`src/logic/feeo_pkg.sv`:
```
// Constants of the flow event and energy override block.
// Assumes a 100 MHz clock and an AXI4-Lite master with 8-bit byte addresses.
package feeo_pkg;
  localparam int NUM_RELAYS = 5;
  localparam int NUM_DIN    = 16;
  localparam int IRQ_W      = 3 + NUM_RELAYS;
  // Register byte offsets.
  localparam logic [7:0] OFS_CONFIG     = 8'h00;
  localparam logic [7:0] OFS_SOURCE     = 8'h04;
  localparam logic [7:0] OFS_TRIGGER    = 8'h08;
  localparam logic [7:0] OFS_RELEASE    = 8'h0C;
  localparam logic [7:0] OFS_MANUAL     = 8'h10;
  localparam logic [7:0] OFS_TIMING     = 8'h14;
  localparam logic [7:0] OFS_STATUS     = 8'h18;
  localparam logic [7:0] OFS_IRQ_STATUS = 8'h1C;
  localparam logic [7:0] OFS_IRQ_MASK   = 8'h20;
  localparam logic [7:0] OFS_RELAY_BASE = 8'h40;
  // Field positions.
  localparam int SRC_POINT_LSB = 8;
  localparam int TIM_MAX_LSB   = 16;
  localparam int RLY_HOUR_LSB  = 8;
  localparam int RLY_MIN_LSB   = 16;
  localparam int STAT_OVR_LSB  = 8;
  localparam int IRQ_OVER      = 0;
  localparam int IRQ_UNDER     = 1;
  localparam int IRQ_CLEARED   = 2;
  localparam int IRQ_TOD_LSB   = 3;
  // Reset values.
  localparam logic [15:0] DEBOUNCE_RST_S = 16'h0005;
  localparam logic [15:0] MAX_DUR_RST_S  = 16'h0168;
  // Codes.
  localparam logic [3:0] SRC_OVER_LEVEL  = 4'h1;
  localparam logic [3:0] SRC_OVER_DISC   = 4'h2;
  localparam logic [3:0] SRC_UNDER_LEVEL = 4'h3;
  localparam logic [3:0] SRC_UNDER_DISC  = 4'h4;
  localparam logic [3:0] SRC_OVER_RATE   = 4'h5;
  localparam logic [3:0] SRC_UNDER_RATE  = 4'h6;
  localparam logic [4:0] POINT_XDCR_1    = 5'h01;
  localparam logic [4:0] POINT_XDCR_2    = 5'h02;
  localparam logic [4:0] POINT_COMBINED  = 5'h03;
  localparam logic [4:0] POINT_DISC_MAX  = 5'h10;
  localparam logic [7:0] OP_DUAL_A       = 8'h04;
  localparam logic [7:0] OP_DUAL_B       = 8'h05;
  localparam logic [7:0] FUNC_TOD_ALARM  = 8'h09;
  localparam logic [7:0] FUNC_PUMP_MIN   = 8'h32;
  localparam logic [7:0] FUNC_PUMP_MAX   = 8'h38;
  localparam logic [4:0] HOUR_MAX        = 5'h17;
  localparam logic [5:0] MINUTE_MAX      = 6'h3B;
  localparam logic [1:0] RESP_OKAY       = 2'h0;
  localparam logic [1:0] RESP_SLVERR     = 2'h2;
  // Timing.
  localparam longint CLK_PERIOD_NS = 10;
  localparam longint SECOND_NS     = 1000000000;
  localparam int     SEC_CYCLES    = int'(SECOND_NS / CLK_PERIOD_NS);
  typedef enum logic [1:0] {
    FLOW_NORMAL = 2'h0,
    FLOW_OVER   = 2'h1,
    FLOW_UNDER  = 2'h2
  } feeo_flow_t;
endpackage

```
`src/logic/feeo_top.sv`:
```
// Flow event detection, energy override status and time-of-day alarm trips.
// Assumes levels, rates and time of day come from logic on aclk; discrete pins are async.
//
// Implementation choices: the AXI4-Lite slave port and the register offsets.
`timescale 1ns/100ps
// How it works
// - Time alarm relay trips at its hour:minute.
// - Override applies only to pump codes 50-56.
// - Manual select: 0 off, 1-16 pick input.
// - Manual override follows input level, never latches.
// - Status code: flow bit0, manual bit1.
// - Override on flow condition or manual input.
// - Source type codes 1..6 choose event kind.
// - Point 3 of a level or rate source valid only in dual operation.
// - Discrete points pick base or expansion inputs.
// - Zero type or point disables detection.
// - Thresholds ignored for discrete sources.
// - Overflow needs trigger above release.
// - Underflow needs release above trigger.
// - Rate sources compare signed rates.
// - Detected condition sets flow status.
// - Flow status: 0 normal, 1 over, 2 under.
// - Clear on release, debounce, or max duration.
module feeo_top #(
  parameter int CYCLES_PER_SEC = feeo_pkg::SEC_CYCLES
) (
  // Clock and reset
  input  wire logic                             aclk,
  input  wire logic                             aresetn,
  // AXI4-Lite write
  input  wire logic [7:0]                       s_axi_awaddr,
  input  wire logic                             s_axi_awvalid,
  output logic                                  s_axi_awready,
  input  wire logic [31:0]                      s_axi_wdata,
  input  wire logic [3:0]                       s_axi_wstrb,
  input  wire logic                             s_axi_wvalid,
  output logic                                  s_axi_wready,
  output logic [1:0]                            s_axi_bresp,
  output logic                                  s_axi_bvalid,
  input  wire logic                             s_axi_bready,
  // AXI4-Lite read
  input  wire logic [7:0]                       s_axi_araddr,
  input  wire logic                             s_axi_arvalid,
  output logic                                  s_axi_arready,
  output logic [31:0]                           s_axi_rdata,
  output logic [1:0]                            s_axi_rresp,
  output logic                                  s_axi_rvalid,
  input  wire logic                             s_axi_rready,
  // Measurements
  input  wire logic                             level_valid,
  input  wire logic signed [31:0]               level_1,
  input  wire logic signed [31:0]               level_2,
  input  wire logic signed [31:0]               level_combined,
  input  wire logic signed [31:0]               rate_1,
  input  wire logic signed [31:0]               rate_2,
  input  wire logic signed [31:0]               rate_combined,
  input  wire logic [feeo_pkg::NUM_DIN-1:0]     discrete_in,
  input  wire logic [4:0]                       tod_hour,
  input  wire logic [5:0]                       tod_minute,
  // Decisions
  output feeo_pkg::feeo_flow_t                  flow_condition_status,
  output logic [feeo_pkg::NUM_RELAYS-1:0][1:0]  override_status_code,
  output logic [feeo_pkg::NUM_RELAYS-1:0]       tod_alarm_trip,
  output logic                                  irq
);
  import feeo_pkg::*;

  typedef struct packed {
    logic [NUM_DIN-1:0]               din_s1, din_s2, din_s3, din_f;
    logic [26:0]                      sec_cnt;
    logic                             sec_tick;
    logic [7:0]                       op_sel;
    logic [3:0]                       src_type;
    logic [4:0]                       src_point;
    logic signed [31:0]               trig, rel;
    logic [4:0]                       man_sel;
    logic [15:0]                      deb_lim, max_lim, deb_cnt, dur_cnt;
    feeo_flow_t                       flow;
    logic                             spent;
    logic [NUM_RELAYS-1:0][7:0]       func;
    logic [NUM_RELAYS-1:0][4:0]       hour;
    logic [NUM_RELAYS-1:0][5:0]       minute;
    logic [NUM_RELAYS-1:0][1:0]       ovr;
    logic [NUM_RELAYS-1:0]            trip;
    logic [IRQ_W-1:0]                 irq_st, irq_mask;
    logic                             irq;
    logic                             awready, aw_held;
    logic [7:0]                       awaddr;
    logic                             wready, w_held;
    logic [31:0]                      wdata;
    logic [3:0]                       wstrb;
    logic                             bvalid;
    logic [1:0]                       bresp;
    logic                             arready, rvalid;
    logic [31:0]                      rdata;
    logic [1:0]                       rresp;
  } feeo_state_t;
  feeo_state_t s_q, s_d;

  // Register image at a byte address; ok is low for an unmapped address.
  function automatic logic [32:0] reg_image(input logic [7:0] a, input feeo_state_t s);
    logic [31:0] v;
    logic        ok;
    logic [2:0]  ri;
    v  = 32'h0000_0000;
    ok = 1'b1;
    ri = 3'((a - OFS_RELAY_BASE) >> 2);
    case (a)
      OFS_CONFIG:     v[7:0] = s.op_sel;
      OFS_SOURCE:     v = {19'h0, s.src_point, 4'h0, s.src_type};
      OFS_TRIGGER:    v = s.trig;
      OFS_RELEASE:    v = s.rel;
      OFS_MANUAL:     v[4:0] = s.man_sel;
      OFS_TIMING:     v = {s.max_lim, s.deb_lim};
      OFS_STATUS:     v = {14'h0, s.ovr, 6'h0, s.flow};
      OFS_IRQ_STATUS: v[IRQ_W-1:0] = s.irq_st;
      OFS_IRQ_MASK:   v[IRQ_W-1:0] = s.irq_mask;
      default: begin
        if (a >= OFS_RELAY_BASE && a[1:0] == 2'h0 && int'(ri) < NUM_RELAYS &&
            a < OFS_RELAY_BASE + 8'h20) begin
          v = {10'h0, s.minute[ri], 3'h0, s.hour[ri], s.func[ri]};
        end else begin
          ok = 1'b0;
        end
      end
    endcase
    return {ok, v};
  endfunction

  // Per-relay decode.
  logic [NUM_RELAYS-1:0] is_pump, tod_hit;
  for (genvar i = 0; i < NUM_RELAYS; i++) begin : g_relay
    assign is_pump[i] = s_q.func[i] >= FUNC_PUMP_MIN && s_q.func[i] <= FUNC_PUMP_MAX;
    assign tod_hit[i] = s_q.func[i] == FUNC_TOD_ALARM && s_q.hour[i] <= HOUR_MAX &&
                        s_q.minute[i] <= MINUTE_MAX && tod_hour == s_q.hour[i] &&
                        tod_minute == s_q.minute[i];
  end

  // Source decode.
  logic               is_disc, is_rate, is_over, is_under, point_ok, cfg_ok;
  logic signed [31:0] meas;
  logic [3:0]         dpt, mpt;
  logic               man_act, cond_on, past_rel, eval;

  always_comb begin
    is_disc  = s_q.src_type == SRC_OVER_DISC || s_q.src_type == SRC_UNDER_DISC;
    is_rate  = s_q.src_type == SRC_OVER_RATE || s_q.src_type == SRC_UNDER_RATE;
    is_over  = s_q.src_type == SRC_OVER_LEVEL || s_q.src_type == SRC_OVER_DISC ||
               s_q.src_type == SRC_OVER_RATE;
    is_under = s_q.src_type == SRC_UNDER_LEVEL || s_q.src_type == SRC_UNDER_DISC ||
               s_q.src_type == SRC_UNDER_RATE;
    dpt      = 4'(s_q.src_point - 5'h01);
    mpt      = 4'(s_q.man_sel - 5'h01);
    if (is_disc) begin
      point_ok = s_q.src_point <= POINT_DISC_MAX;
    end else begin
      point_ok = s_q.src_point == POINT_XDCR_1 || s_q.src_point == POINT_XDCR_2 ||
                 (s_q.src_point == POINT_COMBINED &&
                  (s_q.op_sel == OP_DUAL_A || s_q.op_sel == OP_DUAL_B));
    end
    // Rates are signed like levels, so one comparator serves both kinds.
    case (s_q.src_point)
      POINT_XDCR_1: meas = is_rate ? rate_1 : level_1;
      POINT_XDCR_2: meas = is_rate ? rate_2 : level_2;
      default:      meas = is_rate ? rate_combined : level_combined;
    endcase
    cfg_ok = s_q.src_type != 4'h0 && s_q.src_point != 5'h00 && point_ok &&
             (is_over || is_under) &&
             (is_disc || (is_over ? s_q.trig > s_q.rel : s_q.rel > s_q.trig));
    if (is_disc) begin
      cond_on  = s_q.din_f[dpt];
      past_rel = ~s_q.din_f[dpt];
    end else begin
      cond_on  = is_over ? meas >= s_q.trig : meas <= s_q.trig;
      past_rel = is_over ? meas < s_q.rel : meas > s_q.rel;
    end
    eval    = is_disc | level_valid;
    man_act = s_q.man_sel != 5'h00 && s_q.man_sel <= POINT_DISC_MAX && s_q.din_f[mpt];
  end

  logic [32:0]      wimg, rimg;
  logic [31:0]      wm, wv;
  logic [IRQ_W-1:0] ev, rdclr;
  logic [2:0]       wri;
  logic             end_flow;

  always_comb begin
    s_d      = s_q;
    ev       = '0;
    rdclr    = '0;
    end_flow = 1'b0;
    wimg     = reg_image(s_q.awaddr, s_q);
    rimg     = reg_image(s_axi_araddr, s_q);
    wri      = 3'((s_q.awaddr - OFS_RELAY_BASE) >> 2);
    for (int b = 0; b < 4; b++) begin
      wm[8*b +: 8] = {8{s_q.wstrb[b]}};
    end
    wv = (wimg[31:0] & ~wm) | (s_q.wdata & wm);
    // The first stage feeds only the second; a change counts once stages two and three agree.
    s_d.din_s1 = discrete_in;
    s_d.din_s2 = s_q.din_s1;
    s_d.din_s3 = s_q.din_s2;
    s_d.din_f  = (s_q.din_s2 & s_q.din_s3) | (s_q.din_f & (s_q.din_s2 ^ s_q.din_s3));
    s_d.sec_tick = s_q.sec_cnt == 27'(CYCLES_PER_SEC - 1);
    s_d.sec_cnt  = s_d.sec_tick ? 27'h0000000 : s_q.sec_cnt + 27'h0000001;
    // Flow condition. Debounce and duration run in whole seconds of the free tick.
    if (!cfg_ok) begin
      s_d.flow  = FLOW_NORMAL;
      s_d.spent = 1'b0;
    end else if (s_q.flow == FLOW_NORMAL) begin
      if (eval && !cond_on) begin
        s_d.spent = 1'b0;
      end
      if (eval && cond_on && !s_q.spent) begin
        s_d.flow    = is_over ? FLOW_OVER : FLOW_UNDER;
        s_d.dur_cnt = 16'h0000;
        s_d.deb_cnt = 16'h0000;
        ev[is_over ? IRQ_OVER : IRQ_UNDER] = 1'b1;
      end
    end else begin
      if (s_q.sec_tick) begin
        s_d.dur_cnt = s_q.dur_cnt + 16'h0001;
      end
      if (is_disc) begin
        if (cond_on) begin
          s_d.deb_cnt = 16'h0000;
        end else if (s_q.deb_lim == 16'h0000) begin
          end_flow = 1'b1;
        end else if (s_q.sec_tick) begin
          s_d.deb_cnt = s_q.deb_cnt + 16'h0001;
          end_flow    = s_d.deb_cnt >= s_q.deb_lim;
        end
      end else if (eval && past_rel) begin
        end_flow = 1'b1;
      end
      // A condition cut short by its duration limit must go away before it may return.
      if (s_q.max_lim != 16'h0000 && s_d.dur_cnt >= s_q.max_lim) begin
        end_flow  = 1'b1;
        s_d.spent = 1'b1;
      end
      if (end_flow) begin
        s_d.flow            = FLOW_NORMAL;
        ev[IRQ_CLEARED]     = 1'b1;
      end
    end
    for (int i = 0; i < NUM_RELAYS; i++) begin
      s_d.ovr[i]  = is_pump[i] ? {man_act, s_d.flow != FLOW_NORMAL} : 2'h0;
      s_d.trip[i] = tod_hit[i];
      ev[IRQ_TOD_LSB + i] = tod_hit[i] & ~s_q.trip[i];
    end
    // AXI4-Lite write: address and data taken in either order, one write at a time.
    if (s_axi_awvalid && s_q.awready) begin
      s_d.awready = 1'b0;
      s_d.aw_held = 1'b1;
      s_d.awaddr  = s_axi_awaddr;
    end
    if (s_axi_wvalid && s_q.wready) begin
      s_d.wready = 1'b0;
      s_d.w_held = 1'b1;
      s_d.wdata  = s_axi_wdata;
      s_d.wstrb  = s_axi_wstrb;
    end
    if (s_q.aw_held && s_q.w_held && !s_q.bvalid) begin
      s_d.aw_held = 1'b0;
      s_d.w_held  = 1'b0;
      s_d.bvalid  = 1'b1;
      s_d.bresp   = wimg[32] ? RESP_OKAY : RESP_SLVERR;
      case (s_q.awaddr)
        OFS_CONFIG:     s_d.op_sel = wv[7:0];
        OFS_SOURCE: begin
          s_d.src_type  = wv[3:0];
          s_d.src_point = wv[SRC_POINT_LSB +: 5];
        end
        OFS_TRIGGER:    s_d.trig = wv;
        OFS_RELEASE:    s_d.rel = wv;
        OFS_MANUAL:     s_d.man_sel = wv[4:0];
        OFS_TIMING: begin
          s_d.deb_lim = wv[15:0];
          s_d.max_lim = wv[TIM_MAX_LSB +: 16];
        end
        OFS_IRQ_MASK:   s_d.irq_mask = wv[IRQ_W-1:0];
        default: begin
          if (wimg[32] && s_q.awaddr >= OFS_RELAY_BASE) begin
            s_d.func[wri]   = wv[7:0];
            s_d.hour[wri]   = wv[RLY_HOUR_LSB +: 5];
            s_d.minute[wri] = wv[RLY_MIN_LSB +: 6];
          end
        end
      endcase
    end
    if (s_q.bvalid && s_axi_bready) begin
      s_d.bvalid  = 1'b0;
      s_d.awready = 1'b1;
      s_d.wready  = 1'b1;
    end
    // AXI4-Lite read; reading the event status clears what was shown.
    if (s_axi_arvalid && s_q.arready) begin
      s_d.arready = 1'b0;
      s_d.rvalid  = 1'b1;
      s_d.rdata   = rimg[31:0];
      s_d.rresp   = rimg[32] ? RESP_OKAY : RESP_SLVERR;
      if (s_axi_araddr == OFS_IRQ_STATUS) begin
        rdclr = s_q.irq_st;
      end
    end
    if (s_q.rvalid && s_axi_rready) begin
      s_d.rvalid  = 1'b0;
      s_d.arready = 1'b1;
    end
    // A new event wins over a clear in the same cycle.
    s_d.irq_st = (s_q.irq_st & ~rdclr) | ev;
    s_d.irq    = |(s_d.irq_st & s_d.irq_mask);
  end

  always_ff @(posedge aclk) begin
    if (!aresetn) begin
      s_q         <= '0;
      s_q.deb_lim <= DEBOUNCE_RST_S;
      s_q.max_lim <= MAX_DUR_RST_S;
      s_q.awready <= 1'b1;
      s_q.wready  <= 1'b1;
      s_q.arready <= 1'b1;
    end else begin
      s_q <= s_d;
    end
  end

  assign s_axi_awready         = s_q.awready;
  assign s_axi_wready          = s_q.wready;
  assign s_axi_bvalid          = s_q.bvalid;
  assign s_axi_bresp           = s_q.bresp;
  assign s_axi_arready         = s_q.arready;
  assign s_axi_rvalid          = s_q.rvalid;
  assign s_axi_rdata           = s_q.rdata;
  assign s_axi_rresp           = s_q.rresp;
  assign flow_condition_status = s_q.flow;
  assign override_status_code  = s_q.ovr;
  assign tod_alarm_trip        = s_q.trip;
  assign irq                   = s_q.irq;

  a_tod_trip_hit: assert property (@(posedge aclk) disable iff (!aresetn)
    (s_q.func[1] == FUNC_TOD_ALARM && tod_hour == s_q.hour[1] && tod_minute == s_q.minute[1] &&
     s_q.hour[1] <= HOUR_MAX && s_q.minute[1] <= MINUTE_MAX) |=> tod_alarm_trip[1])
    else $error("time alarm did not trip");
  a_ovr_non_pump: assert property (@(posedge aclk) disable iff (!aresetn)
    !is_pump[1] |=> override_status_code[1] == 2'h0) else $error("override on non-pump relay");
  a_man_sel_off: assert property (@(posedge aclk) disable iff (!aresetn)
    s_q.man_sel == 5'h00 |=> !override_status_code[0][1]) else $error("manual override while off");
  a_man_follows: assert property (@(posedge aclk) disable iff (!aresetn)
    is_pump[0] |=> override_status_code[0][1] == $past(man_act)) else $error("manual bit wrong");
  a_flow_bit_code: assert property (@(posedge aclk) disable iff (!aresetn)
    is_pump[2] ##1 is_pump[2] |-> override_status_code[2][0] == (s_q.flow != FLOW_NORMAL))
    else $error("flow bit of override code wrong");
  a_src_disabled: assert property (@(posedge aclk) disable iff (!aresetn)
    (s_q.src_type == 4'h0 || s_q.src_point == 5'h00) |=> flow_condition_status == FLOW_NORMAL)
    else $error("flow active with disabled source");
  a_over_order: assert property (@(posedge aclk) disable iff (!aresetn)
    (s_q.src_type == SRC_OVER_LEVEL && s_q.trig <= s_q.rel) |=> flow_condition_status == FLOW_NORMAL)
    else $error("overflow with bad threshold order");
  a_under_order: assert property (@(posedge aclk) disable iff (!aresetn)
    (s_q.src_type == SRC_UNDER_RATE && s_q.rel <= s_q.trig) |=> flow_condition_status == FLOW_NORMAL)
    else $error("underflow with bad threshold order");
  a_disc_sets: assert property (@(posedge aclk) disable iff (!aresetn)
    (cfg_ok && is_disc && is_over && cond_on && !s_q.spent && s_q.flow == FLOW_NORMAL)
    |=> flow_condition_status == FLOW_OVER) else $error("discrete overflow not flagged");
  a_level_release: assert property (@(posedge aclk) disable iff (!aresetn)
    (cfg_ok && !is_disc && level_valid && past_rel && s_q.flow != FLOW_NORMAL)
    |=> flow_condition_status == FLOW_NORMAL) else $error("flow not released");
  a_bresp_holds: assert property (@(posedge aclk) disable iff (!aresetn)
    s_axi_bvalid && !s_axi_bready |=> s_axi_bvalid && $stable(s_axi_bresp))
    else $error("write response dropped");
endmodule
```
`config.mk`:
```
export PLATFORM = sky130hd
export DESIGN_NAME = feeo_top
export DESIGN_NICKNAME = d
export VERILOG_FILES = /design/src/logic/feeo_pkg.sv /design/src/logic/feeo_top.sv
export SDC_FILE = /design/constraint.sdc
export NUM_CORES = 1
export LEC_CHECK = 0
export BUFFER_PORTS_ARGS = -buffer_cell sky130_fd_sc_hd__buf_2
export CORE_MARGIN = 3
export CORE_UTILIZATION = 50
export CTS_CLUSTER_SIZE = 16
export DETAILED_ROUTE_END_ITERATION = 8
export GPL_TIMING_DRIVEN = 0
export PLACE_DENSITY = 0.7
export SYNTH_ARGS = -nofsm -noshare
export SYNTH_HDL_FRONTEND = slang
export SYNTH_SLANG_ARGS = --single-unit
export TNS_END_PERCENT = 1
```
`constraint.sdc`:
```
create_clock -name aclk -period 9.1 [get_ports aclk]
set_input_delay 1.365 -clock aclk [delete_from_list [all_inputs] [get_ports aclk]]
set_output_delay 1.365 -clock aclk [all_outputs]
set_load 0.01 [all_outputs]
```
==> flow_metrics.tcl, run 1 <==
set metrics [dict create \
    run_status "completed" \
    seq_area_frac_synth 0.3415 \
    cts_max_level 2 \
    yosys_warnings 0 \
    core_mm2 0.05276 \
    leakagePower_uw 0.01218 \
    drive_gt1_frac 0.1585 \
    grt_max_degree 15 \
    synth-seq-cells 457 \
    antenna_left 0 \
    async_flop_share 0 \
    clk_pin_slew_ps 70 \
    grt_pass1_wl_um 171300 \
    dieArea_mm2 0.05639 \
    fp.dieW_um 237.5 \
    required_ps 9650 \
    cp_slowest_cell "a2111oi_2" \
    crit_chain "buf_2, inv_1, ha_1, and2_1, clkbuf_1, buf_1, a22o_1, a211oi_1, a31oi_1, ha_1, nand4_1, nor4_1, nand4_1, a31oi_1, nor3_1, mux2i_1, a2111oi_2, a21oi_1, nor3_1" \
    vias 28297 \
    layout_min_cycle_time_ps 6714 \
    grt_use_total 0.4069 \
    vdd_drop_max_mv 0.1604 \
    nets 4160 \
    clk_latency_ps 640 \
    cts_root_buffer "clkbuf_16" \
    post_cts_resized 0 \
    numPortBuffers 324 \
    cp_top_family "compound AO/OA/AOI/OAI gates" \
    areaGrowthSynthToFinish_pct 16.43 \
    routedWlPerCell_um 26.60 \
    rows 84 \
    drt_first_pass_iters 9 \
    vias_per_cell 6.335 \
    layout_worst_path_cycle_share 0.7378 \
    finClkSkew_ps 50.69 \
    regArea_mm2 0.009149 \
    arrival_ps 7260 \
    max-slew-margin-rel 0.05041 \
    critPathKind "reg2reg" \
    die_y_um 237.5 \
    rsz0062_at_grt "no" \
    worst-path-buf-inv 4 \
    drcViolationCount 0 \
    synth_edf_count 0 \
    fmax_ghz 0.1490 \
    io_pins 338 \
    power_density_mw_per_mm2 154.8 \
    slew_viol_final 0 \
    fin_tns_setup_ps 0 \
    fillers 5007 \
    multi_input_area_mm2 0.01583 \
    yosys.cell_types.count 90 \
    ys.flop_type "dfxtp_1" \
    first_iter_violations 3609 \
    hp-class "reg2reg" \
    grt_pass1_vias 26548 \
    placedCellCount 4364 \
    crit_path_max_incr_delay_ps 910 \
    syn_area_per_cell_um2 7.998 \
    cts_hold_buf 0 \
    clock-sinks 457 \
    stdcell_count 4467 \
    cp-end-kind "flip-flop" \
    setup_viol 0 \
    netlist_area_mm2 0.02679 \
    finalWirelength_um 118800 \
    netlist_instances 3349 \
    cts_tree "done" \
    place.gp.congestion 1.059 \
    initial_core_util 0.5077 \
    hold_viol 0 \
    cp-start-kind "flip-flop" \
    cp_max_fo 10 \
    cts_buffers 51 \
    grt_antenna_before_repair 10 \
    dpl.hpwl_um 93320 \
    grt_overflow 0 \
    worstMarginPinSlew_ps 1419 \
    post_cts.repair.setup_buffers 0 \
    clockBufferDepth 3 \
    cap_violations 0 \
]
==> worst reg2reg max path: cells and delay by family (launching register included) <==
kind,cells,cell delay [ps]
AO/OA/AOI/OAI,6,2980
adder cells (fa/ha/maj),2,680
buffers and inverters,4,1100
flip-flops,1,360
multiplexers,1,150
AND/OR/NAND/NOR,6,1360
==> cell usage in the layout, fill, tap and decap left out, drive strengths merged, types with 9 or more instances in the layout <==
cell type,netlist,routed
a2111oi,10,10
a211oi,49,49
a21o,17,17
a21oi,374,374
a221o,28,28
a221oi,36,36
a222oi,24,24
a22o,42,42
a22oi,46,46
a31oi,42,42
and2,63,63
and3,23,23
buf,98,424
clkbuf,182,255
clkinv,1,9
dfxtp,457,457
ha,152,152
inv,133,136
mux2,32,32
mux2i,69,69
mux4,36,36
nand2,581,581
nand2b,20,20
nand3,103,103
nand3b,9,9
nand4,39,39
nor2,230,230
nor2b,23,23
nor3,46,46
nor3b,10,10
nor4,38,38
o211ai,17,17
o21ai,93,93
o22ai,28,28
or2,11,11
xnor2,45,45
xor2,60,60
==> registers in the layout (all words and copies together), names as in the netlist, 2 cells and up <==
name,count
s_d,32
s_q,368
flow_condition_status,2
override_status_code,10
s_axi_rdata,32
tod_alarm_trip,5
==> cells by family after synthesis <==
kind of cell	after synthesis	share of synthesized area
AO/OA/AOI/OAI	863	0.2081
buffers and inverters	414	0.06801
flip-flops	457	0.3415
XOR/XNOR	105	0.03433
multiplexers	137	0.06950
adder cells (fa/ha/maj)	152	0.07100
AND/OR/NAND/NOR	1220	0.2073
other	1	0.0001400
==> synth_stat cells (35+ instances only) <==
| library cell | number | area [µm²] |
|---|---|---|
| nand2_1 | 580 | 2177 |
| dfxtp_1 | 457 | 9149 |
| a21oi_1 | 372 | 1862 |
| nor2_1 | 227 | 852.1 |
| clkbuf_1 | 181 | 679.4 |
| ha_1 | 152 | 1902 |
| inv_1 | 132 | 495.5 |
| nand3_1 | 102 | 510.5 |
| o21ai_0 | 92 | 460.4 |
| mux2i_1 | 69 | 690.7 |
| and2_1 | 63 | 394.1 |
| xor2_1 | 60 | 525.5 |
| buf_4 | 54 | 405.4 |
| a211oi_1 | 49 | 367.9 |
| a22oi_1 | 46 | 345.3 |
| xnor2_1 | 45 | 394.1 |
| nor3_1 | 44 | 220.2 |
| a22o_1 | 42 | 367.9 |
| a31oi_1 | 42 | 262.8 |
| nand4_1 | 39 | 244.0 |
| a221oi_1 | 36 | 315.3 |
| mux4_2 | 36 | 810.8 |
| nor4_1 | 35 | 219.0 |
==> per-layer routing <==
layer / part of all wire / vias up / track usage
li1: - / 12677 / -
met1: 0.36 / 13182 / 0.4876
met2: 0.42 / 1866 / 0.6244
met3: 0.11 / 568 / 0.09955
met4: 0.10 / 4 / 0.3265
met5: 0.00024 / - / 0
==> final timing paths <==
path / startpoint / endpoint / slack [ps] / depth (start not counted)
worst min register to register: s_d[433] / s_d[417] / 430 / 1
worst max-delay path: s_q[350] / override_status_code[2] / 2390 / 19
worst min-delay path: s_d[433] / s_d[417] / 430 / 1
worst max register to register: s_q[350] / override_status_code[2] / 2390 / 19
==> report_power, final <==
group          switching (µW)  internal [µW]
logic                     312            162
registers                28.1           2030
clock network             926           1360
total                    1270           3560
==> layout make-up <==
type | instances | area share
multi-input combinational | 2479 | 0.5076
sequential | 457 | 0.2933
timing repair buffer | 326 | 0.05259
clock buffer | 73 | 0.04842
buffer | 280 | 0.04228
tap | 688 | 0.02760
inverter | 134 | 0.01613
clock inverter | 23 | 0.01143
antenna | 7 | 0.0005616
==> stage by stage <==
stage | instance area [µm²] | utilization | hold WS [ps] | setup WS [ps] | total power, µW
global route | 31190 | 0.5911 | 439.6 | 2278 | 4942
global placement | 29270 | 0.5548 | 414.5 | 2868 | 2557
CTS | 31170 | 0.5908 | 434.2 | 2794 | 4816
floorplan | 26790 | - | 411.9 | 4521 | 2339
detailed placement | 29300 | 0.5554 | 418.3 | 2836 | 2560
finish | 31190 | 0.5911 | 432.5 | 2386 | 4827
(Power assumes the default switching activity.)
==> inputs of run 2 (changes only) <==
--- a/config.mk
+++ b/config.mk
@@ -11,7 +11,7 @@
 export CTS_CLUSTER_SIZE = 16
 export DETAILED_ROUTE_END_ITERATION = 8
 export GPL_TIMING_DRIVEN = 0
-export PLACE_DENSITY = 0.7
+export PLACE_DENSITY = 0.73
 export SYNTH_ARGS = -nofsm -noshare
 export SYNTH_HDL_FRONTEND = slang
 export SYNTH_SLANG_ARGS = --single-unit
==> constraint.sdc (replaced) <==
create_clock -name aclk -period 6 [get_ports aclk]
set_input_delay 0.9 -clock aclk [delete_from_list [all_inputs] [get_ports aclk]]
set_output_delay 0.9 -clock aclk [all_outputs]
set_load 0.01 [all_outputs]
==> run 2 against run 1 <==
  * The flow now finishes with violations (negative setup slack)
  * Routed wire length is 1.3% lower
  * Sequential cell count stayed put
  * Hold slack worse by 1.0 ps
  * Sequential power is 52% higher
  * Largest cell class unchanged
  * Final cell count is 0.29% lower
  * Maximum frequency is 12% higher
==> flow_metrics.tcl, run 2 (synthesis gave the netlist of run 1 again) <==
set metrics [dict create \
    cts_tree "done" \
    cts_max_level 2 \
    cp.depth 19 \
    required_ps 6440 \
    hp-class "reg2reg" \
    hold_path_depth 1 \
    setup_slack_ps -11.64 \
    slew_viol_final 0 \
    pre_cts_ws_ps -299.5 \
    grt_use_total 0.4009 \
    crit_path_start "s_q[351]" \
    clock-sinks 457 \
    top_usage_layer "met2" \
    grt_pass1_vias 26195 \
    vias_per_cell 6.337 \
    grt_pass1_wl_um 168500 \
    r2r_end "irq" \
    areaGrowthSynthToFinish_pct 15.97 \
    fin_tns_setup_ps -11.64 \
    die_y_um 237.5 \
    fmax_ghz 0.1663 \
    finalWirelength_um 117200 \
    vias 28226 \
    layout_commonest_cell "nand2_1" \
    placedCellCount 4363 \
    layout_worst_path_cycle_share 1.002 \
    grt_overflow 0 \
    cap_violations 0 \
    vdd_drop_max_mv 0.2035 \
    top_register "s_q" \
    layout_min_cycle_time_ps 6012 \
    worstMarginPinSlew_ps 1315 \
    antenna_left 0 \
    dpl.hpwl_um 92550 \
    cp_top_family "simple AND/OR/NAND/NOR gates" \
    grt_util_met2 0.6089 \
    largest_reg_flops 368 \
    violations "negative setup slack" \
    post_cts.repair.setup_buffers 0 \
    io_pins 338 \
    grt.met3_usage 0.1006 \
    dpl_cell_area_mm2 0.02930 \
    numPortBuffers 324 \
    cp_max_fo 10 \
    cts_root_buffer "clkbuf_16" \
    setup_viol 1 \
    final_cell_mix "nand2_1 (580), dfxtp_1 (457), a21oi_1 (371)" \
    r2r_start "s_q[351]" \
    grt_max_degree 15 \
    max-slew-margin-rel 0.1155 \
    rows 84 \
    initial_core_util 0.5077 \
    dieArea_mm2 0.05639 \
    crit_end "irq" \
    clk_latency_ps 610 \
    arrival_ps 6450 \
    place.gp.congestion 1.067 \
    grt_antenna_before_repair 2 \
    crit_chain "inv_1, ha_1, and2_1, clkbuf_1, clkbuf_2, a22o_1, a211oi_2, a31oi_1, ha_1, nand4_1, nor4_1, a21oi_1, and2b_1, and2_1, or3b_4, or3_1, or2_1, nand2b_1, o211ai_1" \
    hold_viol 0 \
    clk_pin_slew_ps 60 \
    drcViolationCount 0 \
    finalInstanceArea_mm2 0.03107 \
    globalRouteMet1Util 0.4972 \
    cts_buffers 48 \
    worst-path-buf-inv 3 \
    cp_slowest_cell "a211oi_2" \
    power_density_mw_per_mm2 227.1 \
    clockBufferDepth 3 \
    stdcell_count 4454 \
    fillers 4877 \
    routedWlPerCell_um 26.32 \
    finClkSkew_ps 13.40 \
    drive_gt1_frac 0.1626 \
    drt_first_pass_iters 7 \
    p_total_uw 7054 \
    cp-start-kind "flip-flop" \
    critPathKind "reg2reg" \
    core_mm2 0.05276 \
    nets 4156 \
    first_iter_violations 3857 \
    cp-end-kind "flip-flop" \
    leakagePower_uw 0.01215 \
    crit_path_max_incr_delay_ps 580 \
    fp.dieW_um 237.5 \
    r2r_slack_ps -10 \
    reg2reg_depth 19 \
    run_status "finished, violations left" \
]
run 2: cell count changes in the layout (fill, tap and decap cells not counted), sizes merged:
cell      delta
diode        -5
clkbuf       -1
buf          -5
bufinv       -1
clkinvlp     -3
inv          -2
clkinv       +4
run 2: worst min path at each step:
stage / start / endpoint / slack [ps]
after floorplan: s_d[427] / s_d[411] / 410
after global placement: s_d[438] / s_d[422] / 420
after detailed placement: s_d[436] / s_d[420] / 420
after CTS: s_d[436] / s_d[420] / 430
after global routing: s_d[432] / s_d[416] / 440
final: s_d[436] / s_d[420] / 430
run 2: worst reg2reg max path: stages, from the launching register on:
cell and delay, ps:
dfxtp_1 550, inv_1 150, ha_1 200, and2_1 200
clkbuf_1 270, clkbuf_2 300, a22o_1 300, a211oi_2 580
a31oi_1 180, ha_1 360, nand4_1 190, nor4_1 380
a21oi_1 170, and2b_1 230, and2_1 150, or3b_4 470
or3_1 390, or2_1 320, nand2b_1 180, o211ai_1 270
run 2: power by group:
| part | internal (µW) | switching (µW) |
|---|---|---|
| clock | 1870 | 1330 |
| combinational | 247 | 477 |
| sequential | 3090 | 43.5 |
| total | 5200 | 1850 |
run 2: per-layer routing:
metal  part of all wire  wire length, µm
met2               0.42            49100
met4              0.090            10590
met1               0.37            43810
met5                  0                0
met3               0.12            13720
run 2: final cells by class:
| class | instances | area, µm² | area share |
|---|---|---|---|
| antenna | 2 | 5.005 | 0.0001611 |
| buffer | 280 | 1339 | 0.04309 |
| clock buffer | 68 | 1379 | 0.04438 |
| clock inverter | 21 | 290.3 | 0.009344 |
| inverter | 134 | 503.0 | 0.01619 |
| multi-input combinational | 2479 | 15910 | 0.5122 |
| sequential | 457 | 9149 | 0.2945 |
| tap | 688 | 860.8 | 0.02771 |
| timing repair buffer | 325 | 1629 | 0.05244 |
run 2: stage by stage:
step | hold WS, ps | util
floorplan | 411.9 | -
global placement | 417.0 | 0.5548
detailed placement | 419.6 | 0.5553
CTS | 433.4 | 0.5871
global route | 443.6 | 0.5887
finish | 431.4 | 0.5888
run 2: what timing repair did:
action / 4_1_cts / 5_1_grt
hold buffers: 0 / 0
gates resized for setup: 3 / 33
hold endpoints to repair: 0 / 0
endpoints found under the setup margin: 22 / 41
cloned: 0 / 0
